`config.mk`:
```
export PLATFORM = sky130hd
export DESIGN_NAME = prio_regs
export DESIGN_NICKNAME = d
export VERILOG_FILES = /design/src/prio_pkg.sv /design/src/prio_regs.sv
export SDC_FILE = /design/constraint.sdc
export NUM_CORES = 1
export LEC_CHECK = 0
export ABC_AREA = 1
export BUFFER_PORTS_ARGS = -buffer_cell sky130_fd_sc_hd__clkbuf_2
export CAP_MARGIN = 30
export CORE_ASPECT_RATIO = 1.5
export CORE_MARGIN = 5
export CORE_UTILIZATION = 30
export CTS_CLUSTER_SIZE = 16
export DETAILED_ROUTE_END_ITERATION = 10
export GPL_ROUTABILITY_DRIVEN = 1
export PLACE_DENSITY = 0.58
export SYNTH_ARGS = -nofsm -noshare
export SYNTH_HDL_FRONTEND = slang
export SYNTH_SLANG_ARGS = --single-unit
export TNS_END_PERCENT = 100
```
`constraint.sdc`:
```
create_clock -name pclk -period 2.3 [get_ports pclk]
set_input_delay 0.345 -clock pclk [delete_from_list [all_inputs] [get_ports pclk]]
set_output_delay 0.345 -clock pclk [all_outputs]
set_load 0.02 [all_outputs]
```
`src/prio_pkg.sv`:
```
// Package with register map, field layout and types of the priority register bank.
package prio_pkg;

   // ---------------------------------------------------------------
   // Register map
   // ---------------------------------------------------------------
   localparam logic [11:0] OFS_CAN1_SPI2        = 12'h000;
   localparam logic [11:0] OFS_CAPTURE_DMA3     = 12'h004;
   localparam logic [11:0] OFS_COMPARE_CAPTURE6 = 12'h008;
   localparam logic [11:0] OFS_TIMER6_DMA4_CMP8 = 12'h00c;
   localparam logic [11:0] OFS_TIMERS_I2C2      = 12'h010;
   localparam int          NUM_REGS             = 5;
   localparam int          REG_W                = 16;
   localparam int          FIELD_W              = 3;
   localparam int          FIELDS_PER_REG       = 4;

   // ---------------------------------------------------------------
   // Field positions, masks and reset values
   // ---------------------------------------------------------------
   localparam int FIELD_POS0 = 0;
   localparam int FIELD_POS1 = 4;
   localparam int FIELD_POS2 = 8;
   localparam int FIELD_POS3 = 12;
   localparam logic [15:0] MASK_FULL      = 16'h7777;
   localparam logic [15:0] MASK_TIMER6    = 16'h7707;
   localparam logic [15:0] RESET_FULL     = 16'h4444;
   localparam logic [15:0] RESET_TIMER6   = 16'h4404;
   localparam logic [2:0]  LEVEL_DISABLED = 3'h0;
   localparam logic [2:0]  LEVEL_RESET    = 3'h4;
   localparam logic [31:0] READ_ZERO      = 32'h0000_0000;

   // Priority levels of every source, as delivered to the arbiter.
   typedef struct packed {
      logic [2:0] can1_event_level;
      logic [2:0] can1_receive_level;
      logic [2:0] spi_port2_event_level;
      logic [2:0] spi_port2_error_level;
      logic [2:0] capture5_level;
      logic [2:0] capture4_level;
      logic [2:0] capture3_level;
      logic [2:0] dma_ch3_done_level;
      logic [2:0] compare7_level;
      logic [2:0] compare6_level;
      logic [2:0] compare5_level;
      logic [2:0] capture6_level;
      logic [2:0] timer6_level;
      logic [2:0] dma_ch4_done_level;
      logic [2:0] compare8_level;
      logic [2:0] timer8_level;
      logic [2:0] i2c_port2_master_level;
      logic [2:0] i2c_port2_slave_level;
      logic [2:0] timer7_level;
   } prio_levels_t;

   // Enable flags: a source requests service only with a nonzero level.
   typedef struct packed {
      logic can1_event;
      logic can1_receive;
      logic spi_port2_event;
      logic spi_port2_error;
      logic capture5;
      logic capture4;
      logic capture3;
      logic dma_ch3_done;
      logic compare7;
      logic compare6;
      logic compare5;
      logic capture6;
      logic timer6;
      logic dma_ch4_done;
      logic compare8;
      logic timer8;
      logic i2c_port2_master;
      logic i2c_port2_slave;
      logic timer7;
   } prio_enables_t;

endpackage

```
`src/prio_regs.sv`:
```
// Priority register bank for nineteen interrupt sources, reached over APB.
`timescale 1ns/1ps

// Behaviour
// - Each field is three bits, and values 1 to 7 are ascending levels with 7 highest.
// - A field holding zero disables its source so it never requests service.
// - Unimplemented bits ignore writes and read as zero.
// - After reset every implemented field holds 100, level 4.
// - Implemented field bits are read/write and read back the last value written.
// - Register 0 bits 14-12 hold the CAN 1 event level and 10-8 the CAN 1 receive level.
// - Register 0 bits 6-4 hold the SPI 2 event level and 2-0 the SPI 2 error level.
// - Register 1 holds captures 5, 4, 3 in the upper three fields and DMA 3 in bits 2-0.
// - Register 2 holds compares 7, 6, 5 in the upper three fields and capture 6 in bits 2-0.
// - Register 3 holds timer 6, DMA 4 in bits 14-8, compare 8 in 2-0, bits 7-3 empty.
// - Register 4 holds timer 8, I2C 2 master, I2C 2 slave and timer 7 from top to bottom.
module prio_regs
   import prio_pkg::*;
(
   input  wire logic          pclk,
   input  wire logic          presetn,
   input  wire logic          psel,
   input  wire logic          penable,
   input  wire logic          pwrite,
   input  wire logic [11:0]   paddr,
   input  wire logic [31:0]   pwdata,
   input  wire logic [3:0]    pstrb,
   output logic      [31:0]   prdata,
   output logic               pready,
   output logic               pslverr,
   output prio_levels_t       levels,
   output prio_enables_t      enables
);

   // ---------------------------------------------------------------
   // Address decode
   // ---------------------------------------------------------------

   // Maps a byte address to a one-hot register select; unmapped gives zero.
   function automatic logic [NUM_REGS-1:0] decode(input logic [11:0] addr);
      logic [NUM_REGS-1:0] sel;
      sel = '0;
      case (addr)
         OFS_CAN1_SPI2:        sel = 5'b00001;
         OFS_CAPTURE_DMA3:     sel = 5'b00010;
         OFS_COMPARE_CAPTURE6: sel = 5'b00100;
         OFS_TIMER6_DMA4_CMP8: sel = 5'b01000;
         OFS_TIMERS_I2C2:      sel = 5'b10000;
         default:              sel = 5'b00000;
      endcase
      return sel;
   endfunction

   // Per-register implemented-bit mask; register 3 lacks its bits 7-4 field.
   function automatic logic [15:0] impl_mask(input int idx);
      return (idx == 3) ? MASK_TIMER6 : MASK_FULL;
   endfunction

   logic [NUM_REGS-1:0] sel_hit;
   logic                access;
   logic                wr_en;
   logic [15:0]         regs [NUM_REGS];
   logic [15:0]         next_regs [NUM_REGS];
   logic [15:0]         rd_mux;
   prio_levels_t        lvl_next;
   logic [18:0]         lvl_flat_nz;

   assign sel_hit = decode(paddr);
   assign access  = psel && penable && pready;
   assign wr_en   = access && pwrite && (sel_hit != '0);

   // ---------------------------------------------------------------
   // Register storage
   // ---------------------------------------------------------------

   // Each register stores only its implemented bits, so empty positions
   // cannot hold a written one. Byte strobes gate the two low lanes.
   // The next value is formed once and feeds both the register and the
   // arbiter copy, so the copy never trails the register by a cycle.
   genvar g;
   generate
      for (g = 0; g < NUM_REGS; g++) begin : g_reg
         localparam logic [15:0] MASK_G  = (g == 3) ? MASK_TIMER6 : MASK_FULL;
         localparam logic [15:0] RESET_G = (g == 3) ? RESET_TIMER6 : RESET_FULL;

         // Merge of the enabled byte lanes; each lane uses its own mask half.
         always_comb begin
            next_regs[g] = regs[g];
            if (wr_en && sel_hit[g]) begin
               if (pstrb[0]) begin
                  next_regs[g][7:0] = pwdata[7:0] & MASK_G[7:0];
               end
               if (pstrb[1]) begin
                  next_regs[g][15:8] = pwdata[15:8] & MASK_G[15:8];
               end
            end
         end

         // Storage; it changes only at the edge where an access completes.
         always_ff @(posedge pclk or negedge presetn) begin
            if (!presetn) begin
               regs[g] <= RESET_G;
            end else begin
               regs[g] <= next_regs[g];
            end
         end
      end
   endgenerate

   // ---------------------------------------------------------------
   // APB answer
   // ---------------------------------------------------------------

   // Read mux; masked again so empty bits are zero whatever is stored.
   always_comb begin
      rd_mux = 16'h0000;
      for (int i = 0; i < NUM_REGS; i++) begin
         if (sel_hit[i]) begin
            rd_mux = regs[i] & impl_mask(i);
         end
      end
   end

   // Answers take one wait state: pready rises at the edge that ends the first access cycle.
   // A registered pready costs a cycle but keeps every output off a gate.
   always_ff @(posedge pclk or negedge presetn) begin
      if (!presetn) begin
         pready <= 1'b0;
      end else begin
         pready <= psel && penable && !pready;
      end
   end

   // Read data and error are registered alongside pready.
   always_ff @(posedge pclk or negedge presetn) begin
      if (!presetn) begin
         prdata  <= READ_ZERO;
         pslverr <= 1'b0;
      end else if (psel && penable && !pready) begin
         prdata  <= pwrite ? READ_ZERO : {16'h0000, rd_mux};
         pslverr <= (sel_hit == '0);
      end else begin
         prdata  <= READ_ZERO;
         pslverr <= 1'b0;
      end
   end

   // ---------------------------------------------------------------
   // Field outputs to the arbiter
   // ---------------------------------------------------------------

   // Field extraction from the next register values, one source a field.
   always_comb begin
      lvl_next.can1_event_level       = next_regs[0][FIELD_POS3 +: FIELD_W];
      lvl_next.can1_receive_level     = next_regs[0][FIELD_POS2 +: FIELD_W];
      lvl_next.spi_port2_event_level  = next_regs[0][FIELD_POS1 +: FIELD_W];
      lvl_next.spi_port2_error_level  = next_regs[0][FIELD_POS0 +: FIELD_W];
      lvl_next.capture5_level         = next_regs[1][FIELD_POS3 +: FIELD_W];
      lvl_next.capture4_level         = next_regs[1][FIELD_POS2 +: FIELD_W];
      lvl_next.capture3_level         = next_regs[1][FIELD_POS1 +: FIELD_W];
      lvl_next.dma_ch3_done_level     = next_regs[1][FIELD_POS0 +: FIELD_W];
      lvl_next.compare7_level         = next_regs[2][FIELD_POS3 +: FIELD_W];
      lvl_next.compare6_level         = next_regs[2][FIELD_POS2 +: FIELD_W];
      lvl_next.compare5_level         = next_regs[2][FIELD_POS1 +: FIELD_W];
      lvl_next.capture6_level         = next_regs[2][FIELD_POS0 +: FIELD_W];
      lvl_next.timer6_level           = next_regs[3][FIELD_POS3 +: FIELD_W];
      lvl_next.dma_ch4_done_level     = next_regs[3][FIELD_POS2 +: FIELD_W];
      lvl_next.compare8_level         = next_regs[3][FIELD_POS0 +: FIELD_W];
      lvl_next.timer8_level           = next_regs[4][FIELD_POS3 +: FIELD_W];
      lvl_next.i2c_port2_master_level = next_regs[4][FIELD_POS2 +: FIELD_W];
      lvl_next.i2c_port2_slave_level  = next_regs[4][FIELD_POS1 +: FIELD_W];
      lvl_next.timer7_level           = next_regs[4][FIELD_POS0 +: FIELD_W];
   end

   // Levels are registered copies so outputs come from flip-flops. They
   // load from the same next value as the registers, at the same edge,
   // so the arbiter sees a new level with no cycle of extra lag.
   always_ff @(posedge pclk or negedge presetn) begin
      if (!presetn) begin
         levels <= {19{LEVEL_RESET}};
      end else begin
         levels <= lvl_next;
      end
   end

   // A zero level withdraws the source; levels 1..7 order it, 7 highest.
   // Bit k of the flag vector lines up with field k of the level struct.
   generate
      for (g = 0; g < 19; g++) begin : g_nz
         assign lvl_flat_nz[g] = (lvl_next[FIELD_W * g +: FIELD_W] != LEVEL_DISABLED);
      end
   endgenerate

   // Enable flags load with the levels, so the two never disagree.
   always_ff @(posedge pclk or negedge presetn) begin
      if (!presetn) begin
         enables <= '1;
      end else begin
         enables <= lvl_flat_nz;
      end
   end
endmodule

```
==> summary.md, run 1 <==
| Metric | Value |
|---|---|
| Hold Fails Final Rpt | `2` |
| Clock transition at path regs | `0.06 ns` |
| Minimum clock period | `1.637 ns` |
| Vias per std cell | `4.670` |
| Layout cell share with drive strength beyond 1 | `27.88%` |
| Relative slew slack | `62.35%` |
| Final period util | `71.17%` |
| CP Data Arrival Time | `1.92 ns` |
| P_leak | `3.224 nW` |
| VDD IR-drop max | `0.0002853 V` |
| Initial Utilization | `30.56%` |
| Buffers and inverters on the worst path | `4` |
| Slowest cell on crit path | `o2111ai_1` |
| Fin. max-slew vios | `0` |
| Largest net degree at the start of global routing | `50` |
| Post-route ant nets | `0` |
| Number of max-cap violations | `0` |
| Die Ht | `167.6 um` |
| GRT busiest layer | `met2` |
| Grt met3 use | `3.755%` |
| Fin nets | `831` |
| DIE AREA | `0.01929 mm^2` |
| Synth Cell Area | `0.004969 mm^2` |
| Hold crit path type | `input port to async pin` |
| Most used cell, CP | `nand2_1` |
| Post-synthesis sequential area ratio | `46.29%` |
| CTS resizes | `0` |
| R2r worst-path depth | `9` |
| H-tree Lvls | `3` |
| Die W | `115.1 um` |
| Tot GR Track Use | `17.20%` |
| Sequential cell area | `0.002300 mm^2` |
| RR Startpoint | `pready` |
| Crit path max fanout | `20` |
| Most common cell after layout, fill and taps aside | `nand2_1` |
| Number of remaining DRC errors | `0` |
| RSZ-0062 raised after global routing | `false` |
| # hold bufs at CTS | `0` |
| Grt total ovfl | `0` |
| Top achievable clock speed | `0.6109 GHz` |
| R2R Path End | `enables[10]` |
| Failing checks | `negative hold slack` |
| Clock Latency Late Sink | `0.34 ns` |
| Reg2reg setup slack | `0.73 ns` |
| Mean routed wirelength per cell | `16.74 um` |
| Routed vias | `4,614` |
| Overall power | `3.191 mW` |
| Cell row count | `57` |
| CTS tree | `done` |
| Clock root buffer | `clkbuf_16` |
| Most frequent cells in the layout | `246 x nand2_1, 119 x clkbuf_2, 79 x inv_1, 52 x dfrtp_1, 50 x o21ai_0` |
| Clk sinks | `90` |
| Avg Cell Area, Syn | `7.620 um^2` |
| CP peak stage delay | `0.26 ns` |
| Grt met2 use | `29.33%` |
| Number of global-route vias before repair | `4,543` |
| Global Route met1 Usage | `20.75%` |
| CP cell instances | `clkbuf_2 > inv_2 > nand2_1 > nor2_4 > o2111ai_1 > nand2_8 > nand3_4 > inv_1 > nand2_1 > nand2_1 > inv_1 > nand2_1` |
| Iteration-0 DRC Markers | `371` |
| Initial antenna violation count | `0` |
| PD cells | `526.1 mW/mm^2` |
| Slack of the critical path | `0.6632 ns` |
| DRT Pass-1 Iters | `5` |
| Core area | `0.01626 mm^2` |
| Yosys warnings | `0` |
| Ant diodes | `0` |
| Pre-CTS setup slack | `0.2918 ns` |
| I/O pins | `163` |
| Placer Congestion | `0.9495` |
| Synth Instances | `652` |
| DP HPWL | `12,950 um` |
| FILL cells | `1,799` |
| Final Core Density | `37.30%` |
| Syn-to-layout area delta | `22.09%` |
| WP data required | `2.59 ns` |
| Setup bufs post-CTS | `0` |
| Multi-input logic area | `0.002131 mm^2` |
| Clk_skew | `0.01142 ns` |
| Outcome | `finished, violations left` |
| Setup Crit Path Kind | `input port to flop` |
| PortBufs | `120` |
| Yosys reg bits | `90` |
| Final setup TNS | `0 ns` |
| WHS | `-0.008175 ns` |
| Pin slew with the least headroom to its limit | `0.5647 ns` |
| Clock buffer depth | `2` |
| Drt total wl | `16,540 um` |
| Inserted Clock Buffers | `9` |
| Post-synth cell types | `31` |
| Global-route wire length before repair | `25,590 um` |
| Crit. End Element | `flop` |
| # setup viols final | `0` |
| Family with the most delay on the worst path | `simple AND/OR/NAND/NOR gates` |
| Critical Path Start Type | `input port` |
final cells by class:
cell class / instances / area share [%]
Sequential cell: 90 / 37.91
Multi-Input combinational cell: 454 / 35.13
Timing Repair Buffer: 139 / 12.91
Inverter: 84 / 5.219
Tap cell: 206 / 4.249
Clock buffer: 10 / 3.940
Clock inverter: 5 / 0.6394
worst max path at each step:
stage | start | endpoint | slack, ns | cells past startpoint
after CTS | paddr[6] | enables[10] | 0.65 | 12
after global routing | paddr[9] | prdata[14] | 0.48 | 10
after global placement | paddr[6] | enables[9] | 0.32 | 12
after detailed placement | paddr[6] | enables[10] | 0.29 | 12
after floorplan | paddr[9] | enables[1] | 0.64 | 13
final | paddr[6] | enables[10] | 0.66 | 12
where the power goes:
part | switching (mW) | internal [mW] | total (mW)
combinational | 0.161 | 0.0488 | 0.210
sequential | 0.00122 | 1.59 | 1.59
clock | 0.631 | 0.761 | 1.39
total | 0.793 | 2.40 | 3.19
synth_stat cells, drive strengths merged:
master,n,area [um^2]
nand2,250,972.2
a21boi,1,7.510
o2111ai,1,8.760
o22ai,2,12.51
nand4,38,237.7
dfrtp,52,1301
inv,82,307.8
o211ai,8,60.06
nor3,9,83.83
dfstp,38,998.5
nor2,46,215.2
o21ai,51,255.2
nand3,18,152.6
clkinv,2,8.750
buf,32,251.5
a21oi,10,50.05
clkbuf,11,41.29
conb,1,3.750
routing by layer:
layer  part of all wire (%)  wire (um)  vias up
met5                      0          0        -
met4                    3.3        544        0
met3                    6.2       1025       28
met2                     51       8389      158
met1                     40       6583     2149
li1                       -          -     2279
stage by stage:
stage	cell area, um^2	std cells
after CTS	6066	988
after floorplan	5040	671
final	6066	988
after global routing	6066	988
after global placement	5788	973
after detailed placement	5788	973
kinds of logic (layout without fill, tap and decap cells):
kind of cell | after synthesis | in the layout | share of synthesized area (%)
AOI/OAI and AO/OA | 73 | 73 | 7.933
buffers and inverters | 127 | 238 | 12.26
DFF | 90 | 90 | 46.29
other | 1 | 20 | 0.07548
and+or+nand+nor | 361 | 361 | 33.44
flip-flops by register name, summed over array words and instances (netlist names):
register,count
enables,19
prdata,12
regs,19
pready,1
levels,38
pslverr,1
worst register-to-register path, stage by stage (launching register included):
cell and delay (ns):
dfrtp_1 0.39, nand2_1 0.10, nor2_4 0.11, buf_12 0.24, nand3_4 0.24, inv_1 0.18, nand2_1 0.07, nand2_1 0.08
inv_1 0.04, nand2_1 0.05
Power figures use the tool's default switching activity.
==> inputs of run 2 (changes only) <==
- PLACE_DENSITY: 0.58 -> 0.6
- clock period: 2.3 -> 1.4 ns (I/O delays scaled with it)
==> summary.md, run 2 (same netlist as run 1, synthesis figures left out) <==
| Metric | Value |
|---|---|
| Final period util | `100.4%` |
| Placed Cells | `1,012` |
| Mean routed wirelength per cell | `17.79 um` |
| PortBufs | `120` |
| Largest net degree at the start of global routing | `87` |
| Tot GR Track Use | `18.58%` |
| Die Ht | `167.6 um` |
| Cell row count | `57` |
| Hold crit path type | `input port to async pin` |
| R2r worst-path depth | `9` |
| Reg2reg setup slack | `0.03 ns` |
| Placer Congestion | `0.9882` |
| Vias per std cell | `4.875` |
| Ant diodes | `0` |
| Iteration-0 DRC Markers | `433` |
| Core area | `0.01626 mm^2` |
| Setup Crit Path Kind | `input port to flop` |
| Reg with most FFs | `levels` |
| Die W | `115.1 um` |
| I/O pins | `163` |
| Post-route ant nets | `0` |
| Clock Latency Late Sink | `0.34 ns` |
| Fin nets | `889` |
| Initial Utilization | `30.56%` |
| Failing checks | `negative setup slack` |
| Number of global-route vias before repair | `4,915` |
| Clk_skew | `0.009080 ns` |
| Fin. max-slew vios | `0` |
| Final setup TNS | `-0.005302 ns` |
| Hold Fails Final Rpt | `0` |
| Syn-to-layout area delta | `38.33%` |
| Overall power | `5.590 mW` |
| DRT Pass-1 Iters | `5` |
| Layout cell share with drive strength beyond 1 | `37.46%` |
| H-tree Lvls | `3` |
| Inserted Clock Buffers | `9` |
| DIE AREA | `0.01929 mm^2` |
| DP HPWL | `13,860 um` |
| Final Core Density | `42.27%` |
| Clock transition at path regs | `0.07 ns` |
| Minimum clock period | `1.405 ns` |
| Routed vias | `5,104` |
| PD cells | `813.4 mW/mm^2` |
| Most common cell after layout, fill and taps aside | `nand2_1` |
| RR Startpoint | `pready` |
| Outcome | `finished, violations left` |
| Global-route wire length before repair | `27,320 um` |
| Clock buffer depth | `2` |
| CP Data Arrival Time | `1.68 ns` |
| Clk sinks | `90` |
| Critical Path Start Type | `input port` |
| Sequential cell area | `0.002301 mm^2` |
| Multi-input logic area | `0.002307 mm^2` |
| FILL cells | `1,679` |
| WP data required | `1.67 ns` |
| Initial antenna violation count | `0` |
| Final Instance Area | `0.006873 mm^2` |
| Number of remaining DRC errors | `0` |
| Largest register FFs | `38` |
| Clock root buffer | `clkbuf_16` |
| Drt total wl | `18,620 um` |
| Placed cell areas | `0.006161 mm^2` |
| # setup viols final | `1` |
| Crit path max fanout | `10` |
| Largest regs | `levels (38), enables (19), regs (19)` |
| Top achievable clock speed | `0.7116 GHz` |
| Crit. End Element | `flop` |
| Grt total ovfl | `0` |
| CTS tree | `done` |
| Slack of the critical path | `-0.005302 ns` |
| P_leak | `3.593 nW` |
| Most frequent cells in the layout | `233 x nand2_1, 113 x clkbuf_2, 67 x inv_1, 54 x buf_4, 51 x dfrtp_1` |
| RSZ-0062 raised after global routing | `true` |
| R2R Path End | `enables[1]` |
| Number of max-cap violations | `0` |
| VDD IR-drop max | `0.0005763 V` |
| Final Non-Filler Cells | `1,047` |
run 2: cell types whose count changed in the layout (fill, tap and decap cells not counted), sizes merged:
cell	delta
nand2	+1
bufinv	+1
clkbuf	-6
dlygate4sd3	+1
buf	+60
nand3	+2
run 2: worst max-delay path by stage:
| stage | from | to | slack (ns) | cells past startpoint |
|---|---|---|---|---|
| floorplan | paddr[8] | enables[10] | -0.09 | 13 |
| global placement | paddr[8] | enables[12] | -0.32 | 12 |
| detailed placement | paddr[9] | enables[11] | -0.34 | 12 |
| CTS | pready | enables[9] | 0.006 | 8 |
| global route | paddr[6] | enables[18] | -0.07 | 12 |
| finish | paddr[6] | enables[1] | -0.005 | 13 |
run 2: what timing repair did:
action                                  CTS  global route
cloned                                    0             3
hold buffers                              1             0
endpoints found under the setup margin   12            32
pin swaps                                 0            24
hold endpoints to repair                 55             0
resized for setup                         7            68
setup buffers                             0            15
run 2: stage by stage:
stage	setup WS, ns	hold slack, ns
floorplan	-0.08731	-0.08559
global placement	-0.3221	0.02206
detailed placement	-0.3394	0.02255
CTS	0.005813	0.1896
global route	-0.06714	0.2192
finish	-0.005302	0.2036
run 2: critical path, cell delays in order:
cell	delay, ns
buf_6	0.09
inv_4	0.06
nand2_4	0.05
nor2_4	0.16
buf_4	0.15
o2111ai_4	0.17
nand2_8	0.18
nand3_4	0.15
buf_4	0.17
nand2_1	0.05
nand2_1	0.07
nor2_1	0.11
nand2_1	0.05
run 2: per-layer routing:
layer | GRT usage [%] | vias to the layer above | wire, um
met1 | 22.19 | 2425 | 6852
met4 | 9.551 | 0 | 1063
met2 | 31.43 | 234 | 9324
li1 | - | 2390 | -
met3 | 3.321 | 55 | 1383
met5 | 0 | - | 0
run 2: report_power, final:
part           internal (mW)  switching, mW  leakage (nW)  total (mW)
registers               2.61        0.00144          1.12        2.61
clock network           1.45           1.08         0.147        2.53
logic                  0.145          0.304          2.33       0.449
total                   4.21           1.38          3.59        5.59
run 2: layout make-up:
type	instances	share of cell area [%]
sequential	90	33.48
timing repair buffer	194	19.68
clock buffer	10	3.477
multi-input combinational	457	33.57
inverter	84	4.970
tap	206	3.750
clock inverter	6	1.074
==> inputs of run 3 (changes only) <==
- SKIP_LAST_GASP: default -> 1
- clock period: 1.4 -> 1.25 ns (I/O delays scaled with it)
==> summary.md, run 3 (same netlist as run 1, synthesis figures left out) <==
| Metric | Value |
|---|---|
| WP data required | `1.47 ns` |
| VDD IR-drop max | `0.0005371 V` |
| Number of remaining DRC errors | `0` |
| RSZ-0062 raised after global routing | `true` |
| Global Route met1 Usage | `21.16%` |
| Minimum clock period | `1.392 ns` |
| Initial antenna violation count | `0` |
| Placed Cells | `1,027` |
| Slack of the critical path | `-0.1417 ns` |
| GRT busiest layer | `met2` |
| Clock root buffer | `clkbuf_16` |
| Final Core Density | `46.70%` |
| Number of max-cap violations | `0` |
| Crit path from | `paddr[3]` |
| Inserted Clock Buffers | `9` |
| Crit. End Element | `flop` |
| Drt total wl | `18,620 um` |
| Die Ht | `167.6 um` |
| Grt met2 use | `33.59%` |
| CTS tree | `done` |
| Tot GR Track Use | `18.60%` |
| RR Startpoint | `pready` |
| Top achievable clock speed | `0.7186 GHz` |
| Die W | `115.1 um` |
| Final Non-Filler Cells | `1,083` |
| CP Capture Point | `prdata[10]` |
| DRT Pass-1 Iters | `5` |
| Iteration-0 DRC Markers | `352` |
| P_leak | `3.928 nW` |
| R2r worst-path depth | `8` |
| Most frequent cells in the layout | `209 x nand2_1, 93 x clkbuf_2, 77 x buf_4, 68 x inv_1, 51 x dfrtp_1` |
| Final setup TNS | `-3.309 ns` |
| Critical Path Start Type | `input port` |
| Clk sinks | `90` |
| PD cells | `826.2 mW/mm^2` |
| Fin nets | `925` |
| Clock buffer depth | `2` |
| Outcome | `finished, violations left` |
| Reg2reg setup slack | `-0.12 ns` |
| Post-route ant nets | `0` |
| Reg with most FFs | `levels` |
| Setup Crit Path Kind | `input port to flop` |
| DIE AREA | `0.01929 mm^2` |
| Number of global-route vias before repair | `5,044` |
| Fin. max-slew vios | `0` |
| Hold Path Depth | `4` |
| Syn-to-layout area delta | `52.83%` |
| Largest net degree at the start of global routing | `49` |
| DP HPWL | `13,890 um` |
| Overall power | `6.274 mW` |
| Global-route wire length before repair | `27,590 um` |
| Grt met3 use | `3.466%` |
| PortBufs | `120` |
| # setup viols final | `51` |
| H-tree Lvls | `3` |
| CP Data Arrival Time | `1.62 ns` |
| Grt total ovfl | `0` |
| Cell row count | `57` |
| Vias per std cell | `4.749` |
| Largest regs | `levels (38), enables (19), regs (19)` |
| Core area | `0.01626 mm^2` |
| R2R Path End | `enables[8]` |
| Pre-CTS setup slack | `-0.5575 ns` |
| Clock transition at path regs | `0.07 ns` |
| Ant diodes | `0` |
| Largest register FFs | `38` |
| Clk_skew | `0.007568 ns` |
| I/O pins | `163` |
| Placer Congestion | `1.025` |
| Hold crit path type | `input port to flop` |
| Most common cell after layout, fill and taps aside | `nand2_1` |
| Routed vias | `5,143` |
| Hold Fails Final Rpt | `0` |
| Layout cell share with drive strength beyond 1 | `44.81%` |
| Failing checks | `negative setup slack` |
| Crit path max fanout | `6` |
| Mean routed wirelength per cell | `17.19 um` |
| Final period util | `111.3%` |
| Clock Latency Late Sink | `0.35 ns` |
| Initial Utilization | `30.56%` |
## run 3: report_power, final
part           internal [mW]  switching, mW  total [mW]  leakage, nW
Sequential              2.92        0.00160        2.92         1.12
Clock                   1.57           1.21        2.78        0.140
Combinational          0.217          0.357       0.574         2.67
Total                   4.71           1.57        6.27         3.93
## run 3: layer usage
metal,routed length [um],up-vias,share of wire [%]
li1,-,2471,-
met1,6902,2424,37
met2,9883,203,53
met3,1101,45,5.9
met4,731,0,3.9
met5,0,-,0
## run 3: worst min-delay path by stage
stage | from | to | slack (ns)
2_1_floorplan | presetn | levels[0] | -0.11
3_3_place_gp | presetn | levels[9] | 0.19
3_5_place_dp | presetn | levels[9] | 0.19
4_1_cts | penable | pslverr | 0.25
5_1_grt | penable | pslverr | 0.27
6_report | penable | pslverr | 0.25
## run 3: through the flow
| stage | hold slack (ns) | area, um^2 |
|---|---|---|
| floorplan | -0.1081 | 5109 |
| global placement | 0.1925 | 6361 |
| detailed placement | 0.1908 | 6361 |
| CTS | 0.2510 | 7114 |
| global route | 0.2732 | 7594 |
| finish | 0.2457 | 7594 |
## run 3: critical path, stage by stage
cell and delay [ns]:
clkbuf_2 0.17, nor2_4 0.14, nand2_4 0.08, nor3_4 0.23
buf_4 0.15, buf_6 0.11, clkinvlp_4 0.17, o21ai_2 0.10
nor2_1 0.05, o21ai_1 0.12, a21oi_1 0.10
## run 3: cell type report
class,instances,area (um^2)
Clock buffer,9,225.2
Clock inverter,7,77.57
Fill cell,1623,8667
Inverter,84,336.6
Multi-Input combinational cell,459,2487
Sequential cell,90,2301
Tap cell,206,257.7
Timing Repair Buffer,228,1908
## run 3: what timing repair did
| item | CTS | global route |
|---|---|---|
| cloned | 3 | 4 |
| endpoints found under the setup margin | 65 | 100 |
| resized for setup | 80 | 102 |
| hold buffers | 1 | 0 |
| hold endpoints to repair | 52 | 0 |
| pin swaps | 18 | 48 |
| buffers inserted | 23 | 14 |
